File: src/rtl/lcs_map.svh
// Offsets, field positions, reset values and timing counts of the charge sequencer.
// Assumes a 10 MHz pclk; included by its bare name.
`ifndef LCS_MAP_SVH
`define LCS_MAP_SVH

// ----------------------------------------
// Timing
// ----------------------------------------
`define LCS_CLK_HZ       10000000
`define LCS_TICK_MS      125
`define LCS_TICK_CYC     (`LCS_CLK_HZ / 1000 * `LCS_TICK_MS)
`define LCS_SEC_MS       1000
`define LCS_SEC_TICKS    (`LCS_SEC_MS / `LCS_TICK_MS)
`define LCS_BLINK_MS     625
`define LCS_BLINK_TICKS  (`LCS_BLINK_MS / `LCS_TICK_MS)
`define LCS_HOUR_S       3600
`define LCS_HOUR_TICKS   (`LCS_HOUR_S * `LCS_SEC_TICKS)
`define LCS_DEB_CYC      4

// ----------------------------------------
// Registers
// ----------------------------------------
`define LCS_CTRL_OFS     12'h000
`define LCS_STAT_OFS     12'h004
`define LCS_CTRL_RST     32'h0000_0001
`define LCS_CTRL_MASK    32'h0000_0001
`define LCS_CTRL_ALLOW   0

`endif

File: src/rtl/lcs_pkg.sv
// Types of the charge sequencer: states and grouped signals.
// Assumes nothing beyond a SystemVerilog compiler.
package lcs_pkg;

    typedef enum logic [6:0] {
        LCS_STANDBY = 7'h01,
        LCS_FAST    = 7'h02,
        LCS_PAUSE   = 7'h04,
        LCS_DEFECT  = 7'h08,
        LCS_TOPOFF  = 7'h10,
        LCS_MONITOR = 7'h20,
        LCS_FAULT   = 7'h40
    } lcs_state_e;

    // Comparator outputs, all active high
    typedef struct packed {
        logic ov;          // battery above over-voltage threshold
        logic oc;          // sense voltage above 1V
        logic eoc;         // sense voltage fallen to 40 mV
        logic rfv_ok;      // resistance-free voltage above 3.65V
        logic below_float; // battery down to float level
        logic at_term;     // battery at termination level
        logic above_cond;  // battery above 2.55V
    } lcs_cmp_s;

    // Regulation control towards the analog loops
    typedef struct packed {
        logic level_hi;  // high voltage select: 4.2V/4.09V/4.4V set
        logic cc_mode;   // constant current, 0.5V sense limit
        logic cv_mode;   // constant voltage at termination level
        logic float_sel; // target dropped to float level
    } lcs_reg_s;

endpackage

File: src/rtl/lcs_top.sv
// Charge-mode sequencer with APB status and control registers.
// Assumes asynchronous comparator and pin inputs, open-drain indicator pads outside.
//
// What this block does
// - Battery above 2.55V enters fast charge
// - Fast charge: first indicator low, second released
// - Below termination level: constant current selected
// - At termination level: constant voltage selected
// - End of charge: gate off one second
// - Low resistance-free voltage: suspend, blink first
// - Good voltage: top-off, second indicator low
// - Top-off one hour, then monitor
// - Monitor drops target to float level
// - Self-discharge to float restarts fast charge
// - Refresh repeats until pack removed or CTRL allow bit cleared
// - Over-voltage enters fault, gate off
// - Over-current enters fault, gate off
// - Fault blinks both indicators together
// - Fault latched until pack removed or CTRL allow bit cleared
// - Voltage select picks level set
// - Standby: gate off, indicators released
`timescale 1ns/1ns
`default_nettype none
`include "lcs_map.svh"

module lcs_top #(
    parameter int unsigned TICK_CYC   = `LCS_TICK_CYC,
    parameter int unsigned HOUR_TICKS = `LCS_HOUR_TICKS,
    parameter int unsigned DEB_CYC    = `LCS_DEB_CYC
) (
    input  wire logic             pclk,
    input  wire logic             presetn,
    input  wire logic             psel,
    input  wire logic             penable,
    input  wire logic             pwrite,
    input  wire logic [11:0]      paddr,
    input  wire logic [31:0]      pwdata,
    output logic      [31:0]      prdata,
    output logic                  pready,
    output logic                  pslverr,
    input  wire lcs_pkg::lcs_cmp_s cmp_in,
    input  wire logic             pack_present,
    input  wire logic             voltage_select,
    input  wire logic             first_indicator_in,
    output logic                  first_indicator_out,
    output logic                  first_indicator_oe,
    input  wire logic             second_indicator_in,
    output logic                  second_indicator_out,
    output logic                  second_indicator_oe,
    output logic                  pass_gate_drive,
    output lcs_pkg::lcs_reg_s     reg_ctl
);

    localparam int NIN = 11;

    // ----------------------------------------
    // Input synchronisers and debounce
    // ----------------------------------------
    logic [NIN-1:0]     raw;
    logic [NIN-1:0]     flt;
    lcs_pkg::lcs_cmp_s  c;
    logic               en;
    logic [31:0]        ctrl;

    assign raw = {second_indicator_in, first_indicator_in, voltage_select, pack_present, cmp_in};
    assign c   = flt[6:0];
    assign en  = flt[7] & ctrl[`LCS_CTRL_ALLOW];

    for (genvar gi = 0; gi < NIN; gi++) begin : g_in
        logic [2:0] sh;
        logic [3:0] cnt;
        logic [3:0] next_cnt;
        logic       f;
        logic       next_f;
        always_comb begin
            next_cnt = 4'h0;
            next_f   = f;
            // A glitch shorter than the debounce window never reaches the sequencer
            if (sh[2] == sh[1] && sh[2] != f) begin
                if (cnt == 4'(DEB_CYC - 1)) begin
                    next_f = sh[2];
                end else begin
                    next_cnt = cnt + 4'h1;
                end
            end
        end
        always_ff @(posedge pclk or negedge presetn) begin
            if (!presetn) begin
                sh  <= 3'h0;
                cnt <= 4'h0;
                f   <= 1'b0;
            end else begin
                sh  <= {sh[1:0], raw[gi]};
                cnt <= next_cnt;
                f   <= next_f;
            end
        end
        assign flt[gi] = f;
    end

    // ----------------------------------------
    // Free-running prescaler
    // ----------------------------------------
    logic [20:0] pre;
    logic [20:0] next_pre;
    logic        tick;
    logic        next_tick;

    always_comb begin
        next_tick = 1'b0;
        next_pre  = pre + 21'h1;
        if (pre == 21'(TICK_CYC - 1)) begin
            next_pre  = 21'h0;
            next_tick = 1'b1;
        end
    end

    always_ff @(posedge pclk or negedge presetn) begin
        if (!presetn) begin
            pre  <= 21'h0;
            tick <= 1'b0;
        end else begin
            pre  <= next_pre;
            tick <= next_tick;
        end
    end

    // ----------------------------------------
    // Sequencer, state timer and blink phase
    // ----------------------------------------
    lcs_pkg::lcs_state_e state;
    lcs_pkg::lcs_state_e next_state;
    logic [14:0]         tmr;
    logic [14:0]         next_tmr;
    logic [2:0]          bcnt;
    logic [2:0]          next_bcnt;
    logic                phase;
    logic                next_phase;

    always_comb begin
        next_state = state;
        case (state)
            lcs_pkg::LCS_STANDBY: begin
                if (c.above_cond) next_state = lcs_pkg::LCS_FAST;
            end
            lcs_pkg::LCS_FAST: begin
                if (c.eoc) next_state = lcs_pkg::LCS_PAUSE;
            end
            lcs_pkg::LCS_PAUSE: begin
                if (tick && tmr == 15'(`LCS_SEC_TICKS - 1)) begin
                    next_state = c.rfv_ok ? lcs_pkg::LCS_TOPOFF : lcs_pkg::LCS_DEFECT;
                end
            end
            lcs_pkg::LCS_TOPOFF: begin
                if (tick && tmr == 15'(HOUR_TICKS - 1)) next_state = lcs_pkg::LCS_MONITOR;
            end
            lcs_pkg::LCS_MONITOR: begin
                if (c.below_float) next_state = lcs_pkg::LCS_FAST;
            end
            default: begin
                next_state = state;
            end
        endcase
        // Pack removal or a cleared CTRL allow bit beats everything; fault is only left that way
        if (!en) begin
            next_state = lcs_pkg::LCS_STANDBY;
        end else if (c.ov || c.oc) begin
            next_state = lcs_pkg::LCS_FAULT;
        end
        // Timers restart at every state entry, so a period may end up to one tick early
        next_tmr   = tmr;
        next_bcnt  = bcnt;
        next_phase = phase;
        if (next_state != state) begin
            next_tmr   = 15'h0;
            next_bcnt  = 3'h0;
            next_phase = 1'b1;
        end else if (tick) begin
            next_tmr = tmr + 15'h1;
            if (bcnt == 3'(`LCS_BLINK_TICKS - 1)) begin
                next_bcnt  = 3'h0;
                next_phase = ~phase;
            end else begin
                next_bcnt = bcnt + 3'h1;
            end
        end
    end

    always_ff @(posedge pclk or negedge presetn) begin
        if (!presetn) begin
            state <= lcs_pkg::LCS_STANDBY;
            tmr   <= 15'h0;
            bcnt  <= 3'h0;
            phase <= 1'b1;
        end else begin
            state <= next_state;
            tmr   <= next_tmr;
            bcnt  <= next_bcnt;
            phase <= next_phase;
        end
    end

    // ----------------------------------------
    // Pin and regulation outputs
    // ----------------------------------------
    logic              next_pgd;
    logic              next_oe1;
    logic              next_oe2;
    lcs_pkg::lcs_reg_s next_reg;

    always_comb begin
        next_pgd = 1'b0;
        next_oe1 = 1'b0;
        next_oe2 = 1'b0;
        case (next_state)
            lcs_pkg::LCS_FAST: begin
                next_pgd = 1'b1;
                next_oe1 = 1'b1;
            end
            lcs_pkg::LCS_PAUSE: begin
                next_oe1 = 1'b1;
            end
            lcs_pkg::LCS_DEFECT: begin
                next_oe1 = next_phase;
            end
            lcs_pkg::LCS_TOPOFF: begin
                next_pgd = 1'b1;
                next_oe2 = 1'b1;
            end
            lcs_pkg::LCS_MONITOR: begin
                next_oe2 = 1'b1;
            end
            lcs_pkg::LCS_FAULT: begin
                next_oe1 = next_phase;
                next_oe2 = next_phase;
            end
            default: begin
                next_pgd = 1'b0;
            end
        endcase
        next_reg.level_hi  = flt[8];
        next_reg.cc_mode   = next_state == lcs_pkg::LCS_FAST && !c.at_term;
        next_reg.cv_mode   = next_state == lcs_pkg::LCS_FAST && c.at_term;
        next_reg.float_sel = next_state == lcs_pkg::LCS_MONITOR;
    end

    always_ff @(posedge pclk or negedge presetn) begin
        if (!presetn) begin
            pass_gate_drive      <= 1'b0;
            first_indicator_oe   <= 1'b0;
            second_indicator_oe  <= 1'b0;
            first_indicator_out  <= 1'b0;
            second_indicator_out <= 1'b0;
            reg_ctl              <= '0;
        end else begin
            pass_gate_drive      <= next_pgd;
            first_indicator_oe   <= next_oe1;
            second_indicator_oe  <= next_oe2;
            first_indicator_out  <= 1'b0;
            second_indicator_out <= 1'b0;
            reg_ctl              <= next_reg;
        end
    end

    // ----------------------------------------
    // APB slave
    // ----------------------------------------
    logic [31:0] status;
    logic [31:0] next_ctrl;
    logic [31:0] next_prdata;
    logic        next_pready;
    logic        next_pslverr;

    assign status = {13'h0, pass_gate_drive, flt, state};

    always_comb begin
        next_ctrl    = ctrl;
        next_prdata  = prdata;
        next_pready  = 1'b0;
        next_pslverr = 1'b0;
        // Answer decoded at setup, so the access phase always ends in one cycle
        if (psel && !penable) begin
            next_pready = 1'b1;
            next_prdata = 32'h0000_0000;
            if (paddr == `LCS_CTRL_OFS) begin
                if (!pwrite) next_prdata = ctrl;
            end else if (paddr == `LCS_STAT_OFS) begin
                if (!pwrite) next_prdata = status;
            end else begin
                next_pslverr = 1'b1;
            end
        end
        if (psel && penable && pready && pwrite && paddr == `LCS_CTRL_OFS) begin
            next_ctrl = pwdata & `LCS_CTRL_MASK;
        end
    end

    always_ff @(posedge pclk or negedge presetn) begin
        if (!presetn) begin
            ctrl    <= `LCS_CTRL_RST;
            prdata  <= 32'h0000_0000;
            pready  <= 1'b0;
            pslverr <= 1'b0;
        end else begin
            ctrl    <= next_ctrl;
            prdata  <= next_prdata;
            pready  <= next_pready;
            pslverr <= next_pslverr;
        end
    end
endmodule

`default_nettype wire

File: config.mk
export PLATFORM = sky130hd
export DESIGN_NAME = lcs_top
export DESIGN_NICKNAME = d
export VERILOG_FILES = /design/src/rtl/lcs_pkg.sv /design/src/rtl/lcs_top.sv
export VERILOG_INCLUDE_DIRS = /design/src /design/src/rtl
export SDC_FILE = /design/constraint.sdc
export NUM_CORES = 1
export LEC_CHECK = 0
export BUFFER_PORTS_ARGS = -buffer_cell sky130_fd_sc_hd__buf_2
export CORE_UTILIZATION = 45
export DETAILED_ROUTE_END_ITERATION = 10
export PLACE_DENSITY = 0.65
export SYNTH_ARGS = -nofsm -noshare
export SYNTH_HDL_FRONTEND = slang
export SYNTH_SLANG_ARGS = --single-unit
File: constraint.sdc
create_clock -name pclk -period 4.5 [get_ports pclk]
set_clock_uncertainty 0.05 [all_clocks]
set_input_delay 0.45 -clock pclk [delete_from_list [all_inputs] [get_ports pclk]]
set_output_delay 0.45 -clock pclk [all_outputs]
set_load 0.02 [all_outputs]
# Word-level counts from Yosys, hierarchy flattened
# Index checks and enable logic that the tools add are counted.
[word_totals]
ff_bits = 178
out_inout_bits = 43
in_bits = 60
word_cells = 208
[classes]
n_reduce_logical = 40
n_bitwise = 2
muxes = 52
eq_ne = 50
n_addsub = 14
[op_table]
columns = ["operator", "count"]
rows = [
  ["4-bit 2-to-1 mux", 22],
  ["7-bit 2-to-1 mux", 7],
  ["4-bit by 1-bit adder with 4-bit output, second input constant", 11],
  ["4-bit by 2-bit equality test with 1-bit output, second input constant", 11],
  ["19-bit 2-to-1 mux", 2],
  ["7-bit case mux with 5 select lines", 1],
  ["32-bit 2-to-1 mux", 1],
  ["15-bit 2-to-1 mux", 2],
  ["2-bit AND reduction", 11],
  ["21-bit by 1-bit adder with 21-bit output, second input constant", 1],
  ["21-bit equality test, second input constant", 1],
  ["21-bit 2-to-1 mux", 1],
  ["1-bit logical AND", 20],
  ["15-bit by 1-bit adder with 15-bit output, second input constant", 1],
  ["15-bit equality test, second input constant", 1],
  ["15-bit by 3-bit equality test with 1-bit output, second input constant", 1],
  ["7-bit by 2-bit equality test with 1-bit output, second input constant", 2],
  ["7-bit by 3-bit equality test with 1-bit output, second input constant", 2],
  ["7-bit by 5-bit equality test with 1-bit output, second input constant", 2],
  ["7-bit by 6-bit equality test with 1-bit output, second input constant", 2],
  ["12-bit by 3-bit equality test with 1-bit output, second input constant", 1],
  ["12-bit logical NOT", 1],
  ["1-bit equality test", 11],
  ["1-bit inequality test", 11],
  ["other kinds (16)", 32],
]

# Logic depth before layout (Yosys ltp)
[logic_depth]
depth_word = 9
ltp_mapped = 9
mapped_depth_nobuf = 9

# Least setup slack after synthesis
# No wires, ideal clock.
[synth_path]
path_type = "reg-to-reg"
from = "register tmr[8]"
to = "register second_indicator_oe"
t_required_ps = 4368
stages_incl_launch_ff = 8
setup_slack_ps = 1824
n_path_buf = 0
t_arrival_ps = 2545
cell_sequence = "dfrtp_1 > or3_4 > or2_1 > o21bai_2 > or3b_4 > o31a_2 > or4_4 > a31oi_1"
[synth_via]
elab_chain_cells = 9
word_cells_on_any_way = 16
[synth_rtl]
columns = ["element", "line_no", "rtl"]
rows = [
  ["from (decl)", "lcs_top.sv:133", "logic [14:0] tmr;"],
  ["from (signal assigned)", "lcs_top.sv:197", "tmr <= next_tmr;"],
  ["15-bit equality test / 15-bit by 3-bit equality test with 1-bit output (equally long branches)", "lcs_top.sv:155, lcs_top.sv:150", ""],
  ["1-bit logical AND (on tied branches)", "lcs_top.sv:155, lcs_top.sv:150", ""],
  ["7-bit 2-to-1 mux (on tied branches)", "lcs_top.sv:155, lcs_top.sv:150", ""],
  ["7-bit case mux with 5 select lines *", "lcs_top.sv:142", "case (state)"],
  ["7-bit 2-to-1 mux *", "lcs_top.sv:167", "end else if (c.ov || c.oc) begin"],
  ["7-bit 2-to-1 mux *", "lcs_top.sv:165", "if (!en) begin"],
  ["via next_state[1]", "lcs_top.sv:132", "lcs_pkg::lcs_state_e next_state;"],
  ["7-bit inequality test, or another cell as far along", "lcs_top.sv:174", "if (next_state != state) begin"],
  ["1-bit 2-to-1 mux / 2-bit OR reduction (equally long branches)", "n/a", ""],
  ["1-bit case mux with 2 select lines *", "lcs_top.sv:215", "case (next_state)"],
  ["via next_oe2", "lcs_top.sv:208", "logic next_oe2;"],
  ["to (signal assigned)", "lcs_top.sv:258", "second_indicator_oe <= next_oe2;"],
  ["to (decl)", "lcs_top.sv:49", "output logic second_indicator_oe,"],
]
# Mark *: on every way through the listed nets, which the timed path passes. The rest lies on a longest branch.
# A chain may end at the register's enable or synchronous reset.

# Final worst setup path
[layout_path]
from = "register state[1]"
to = "register tmr[9]"
[layout_via]
elab_chain_cells = 6
word_cells_on_any_way = 16
[layout_rtl]
columns = ["element", "line_no", "rtl"]
rows = [
  ["from (decl)", "lcs_top.sv:131", "lcs_pkg::lcs_state_e state;"],
  ["from (signal assigned)", "lcs_top.sv:191", "state <= lcs_pkg::LCS_STANDBY;"],
  ["from (signal assigned)", "lcs_top.sv:196", "state <= next_state;"],
  ["7-bit by 6-bit equality test with 1-bit output, or another cell as far along", "lcs_top.sv:142", ""],
  ["7-bit case mux with 5 select lines *", "lcs_top.sv:142", ""],
  ["7-bit 2-to-1 mux *", "lcs_top.sv:167", ""],
  ["7-bit 2-to-1 mux *", "lcs_top.sv:165", ""],
  ["via next_state[5]", "lcs_top.sv:132", ""],
  ["7-bit inequality test *", "lcs_top.sv:174", ""],
  ["15-bit 2-to-1 mux / 2-bit nonzero test (equally long branches)", "n/a", ""],
]
# Marked as above.

==> flow_summary.toml <==
[status]
outcome = "finished, final reports clean"

[grt]
gr-total-overflow = 0
antenna_found_initial = 0
grt_max_degree = 107
grt_usage = 0.175
grt_pass1_wl_mm = 22.8
grt_pass1_vias = 4959

[drt]
first_pass_iters = 4
routed_wl_mm = 13.1
num_vias = 4904
antenna_left = 0
remaining_drc_errors = 0
vias_per_cell = 5.18
initialDrtViolationCount = 313
wl_per_cell_microns = 13.8

[logic_synthesis]
synth.largest_area_cell = "dfrtp_1"
synth_edf_count = 0
yosysTopAreaCellShare = 0.567
post-synth-top-count-cell = "dfrtp_1"
ys_ff_latch = 165
synth_cell_types = 59
yosys_warnings = 0
synthCells = 660
avgSynthCellArea_sq_um = 10.8
syn-cell-area_sq_mm = 0.00715
synth_area_leaders = "dfrtp_1 (57%), nor2_1 (4.8%), xor2_1 (4.0%)"
synth_top_flop_cell = "dfrtp_1"
synth_common_cells = "dfrtp_1 (162), nor2_1 (91), nand2_1 (53), xor2_1 (33), a21oi_1 (31)"
yosysSeqAreaShare = 0.578
async_flop_share = 1.00

[setup_path]
end_kind = "flop"
critPathLaunchType = "flop"
worstPathCellList = "or3b_2, a2111o_1, o211a_1, a311oi_2, xnor2_1, nand2_1, nor2_1"
arrival_ns = 3.26
max_stage_delay_ns = 0.58
cp_top_family = "simple AND/OR/NAND/NOR gates"
cp.buffers_inverters = 0
crit_fanout = 18
critPathRequiredTime_ns = 4.78
worst-setup-path-type = "reg -> reg"
cp_slowest_cell = "dfrtp_1"

[cells_and_area]
drive_above_1_share = 0.148
antennaDiodeCount = 0
instances_no_fill = 947
syn_to_final_growth_pct = 14.9
nets = 798

[timing]
setup_viol = 0
timing_worst_slew_pin_value_ns = 0.976
finalMaxSlewViolations = 0
fmax_mhz = 335
fin_crit_sh = 0.662
rsz0062_at_grt = "false"
final_hold_viol_count = 0
fin_setup_tns_ns = 0
fin_crit_ns = 2.98
hold_ws_ns = 0.0800
relSlewSlack = 0.349

[clocking]
cts_tree = "done"
cts_buffer_depth = 2
cts.repair.resized = 0
root_buffer = "clkbuf_16"
insertion_delay_ns = 0.42
htreeDepth = 4
post-cts-setup-buffer-count = 0
ctsHoldBuffers = 0
clock-sinks = 165
cts_made_buffers = 17
path_clk_slew_ns = 0.07

[power_and_ir_drop]
power.switching_mw = 0.643
pwr-share-clk = 0.475
powerDensity_mw_per_mm2 = 376
leakagePower_nw = 3.85
switching_share = 0.208
total_power_mw = 3.09
combPwrFrac = 0.030
seq_power_share = 0.495
peakVddDrop_mv = 0.260
internal_power_mw = 2.45

[die]
start_util = 0.465
ios = 103
die_area_sq_mm = 0.0164
die_w_microns = 128
rows = 45
die_y_microns = 128
core_area_sq_mm = 0.0154

[place]
place_congestion = 0.821
dp_hpwl_mm = 9.03
place_inst = 915
io_buffers = 56

[min_path]
hp-class = "in -> reg"

[run]
maxCapViolations = 0
==> final timing paths <==
kind | slack [ns] | cells past startpoint | startpoint | endpoint
worst min-delay path | 0.08 | 1 | cmp_in[4] | g_in[4].sh[0]
max in group asynchronous | 3.28 | 2 | presetn | phase
worst min register to register | 0.30 | 0 | g_in[9].sh[0] | g_in[9].sh[1]
min in group asynchronous | 0.10 | 1 | presetn | g_in[5].sh[1]
worst max register to register | 1.52 | 7 | state[1] | tmr[9]
worst max-delay path | 1.52 | 7 | state[1] | tmr[9]
==> through the flow <==
stage	utilization	area [sq um]	worst slack, ns
after floorplan	-	7210	1.82
after global placement	0.496	7620	1.62
after detailed placement	0.496	7620	1.52
after CTS	0.535	8220	1.50
after global routing	0.535	8220	1.29
final	0.535	8220	1.52
==> logic make-up after synthesis <==
| logic type | count (synthesis) | synth area share |
|---|---|---|
| AO/OA/AOI/OAI | 90 | 0.0839 |
| XOR/XNOR | 53 | 0.0649 |
| adder cells (fa/ha/maj) | 15 | 0.0262 |
| buffers and inverters | 39 | 0.0290 |
| flip-flops | 165 | 0.578 |
| multiplexers | 6 | 0.00874 |
| other | 1 | 0.000524 |
| AND/OR/NAND/NOR | 291 | 0.209 |
==> layout make-up <==
type | instances | area, sq um
Clock buffer | 22 | 474
Clock inverter | 10 | 130
Sequential cell | 165 | 4130
Fill cell | 1321 | 7150
Timing Repair Buffer | 60 | 317
Multi-Input combinational cell | 470 | 2870
Inverter | 9 | 33.8
Tap cell | 211 | 264
==> flip-flops by register name (all words and copies together), names as in the netlist, 3 cells and up <==
name      count
state         7
pre          21
g_in.sh      33
g_in.f       11
reg_ctl       4
bcnt          3
g_in.cnt     44
tmr          15
prdata       19
==> power groups by stage <==
stage               clock (mW)  sequential [mW]  combinational [mW]
detailed placement           0             1.56              0.0966
global route              1.58             1.53               0.110
finish                    1.47             1.53              0.0940
floorplan                    0             1.55              0.0533
global placement             0             1.55              0.0927
CTS                       1.51             1.53              0.0972
==> cells in the final DEF (no fill, tap or decap), drive strengths merged, types with 8 or more instances in the layout <==
| master | Yosys | layout |
|---|---|---|
| a21oi | 31 | 31 |
| a22o | 19 | 19 |
| and3 | 19 | 19 |
| buf | 19 | 60 |
| clkbuf | 11 | 22 |
| conb | 1 | 15 |
| dfrtp | 162 | 162 |
| ha | 15 | 15 |
| inv | 9 | 9 |
| nand2 | 53 | 53 |
| nand2b | 17 | 17 |
| nand3 | 29 | 29 |
| nand3b | 9 | 9 |
| nand4 | 10 | 10 |
| nor2 | 91 | 91 |
| nor2b | 10 | 10 |
| nor3 | 13 | 13 |
| nor3b | 8 | 8 |
| nor4 | 9 | 9 |
| o21ai | 21 | 21 |
| xnor2 | 20 | 20 |
| xor2 | 33 | 33 |
==> per-layer routing <==
metal / GRT usage / part of all wire
met5: 0 / 0
met4: 0.0554 / 0.011
met3: 0.0522 / 0.038
met2: 0.291 / 0.49
met1: 0.220 / 0.46
Note: power is estimated with default switching activity, not from simulation.
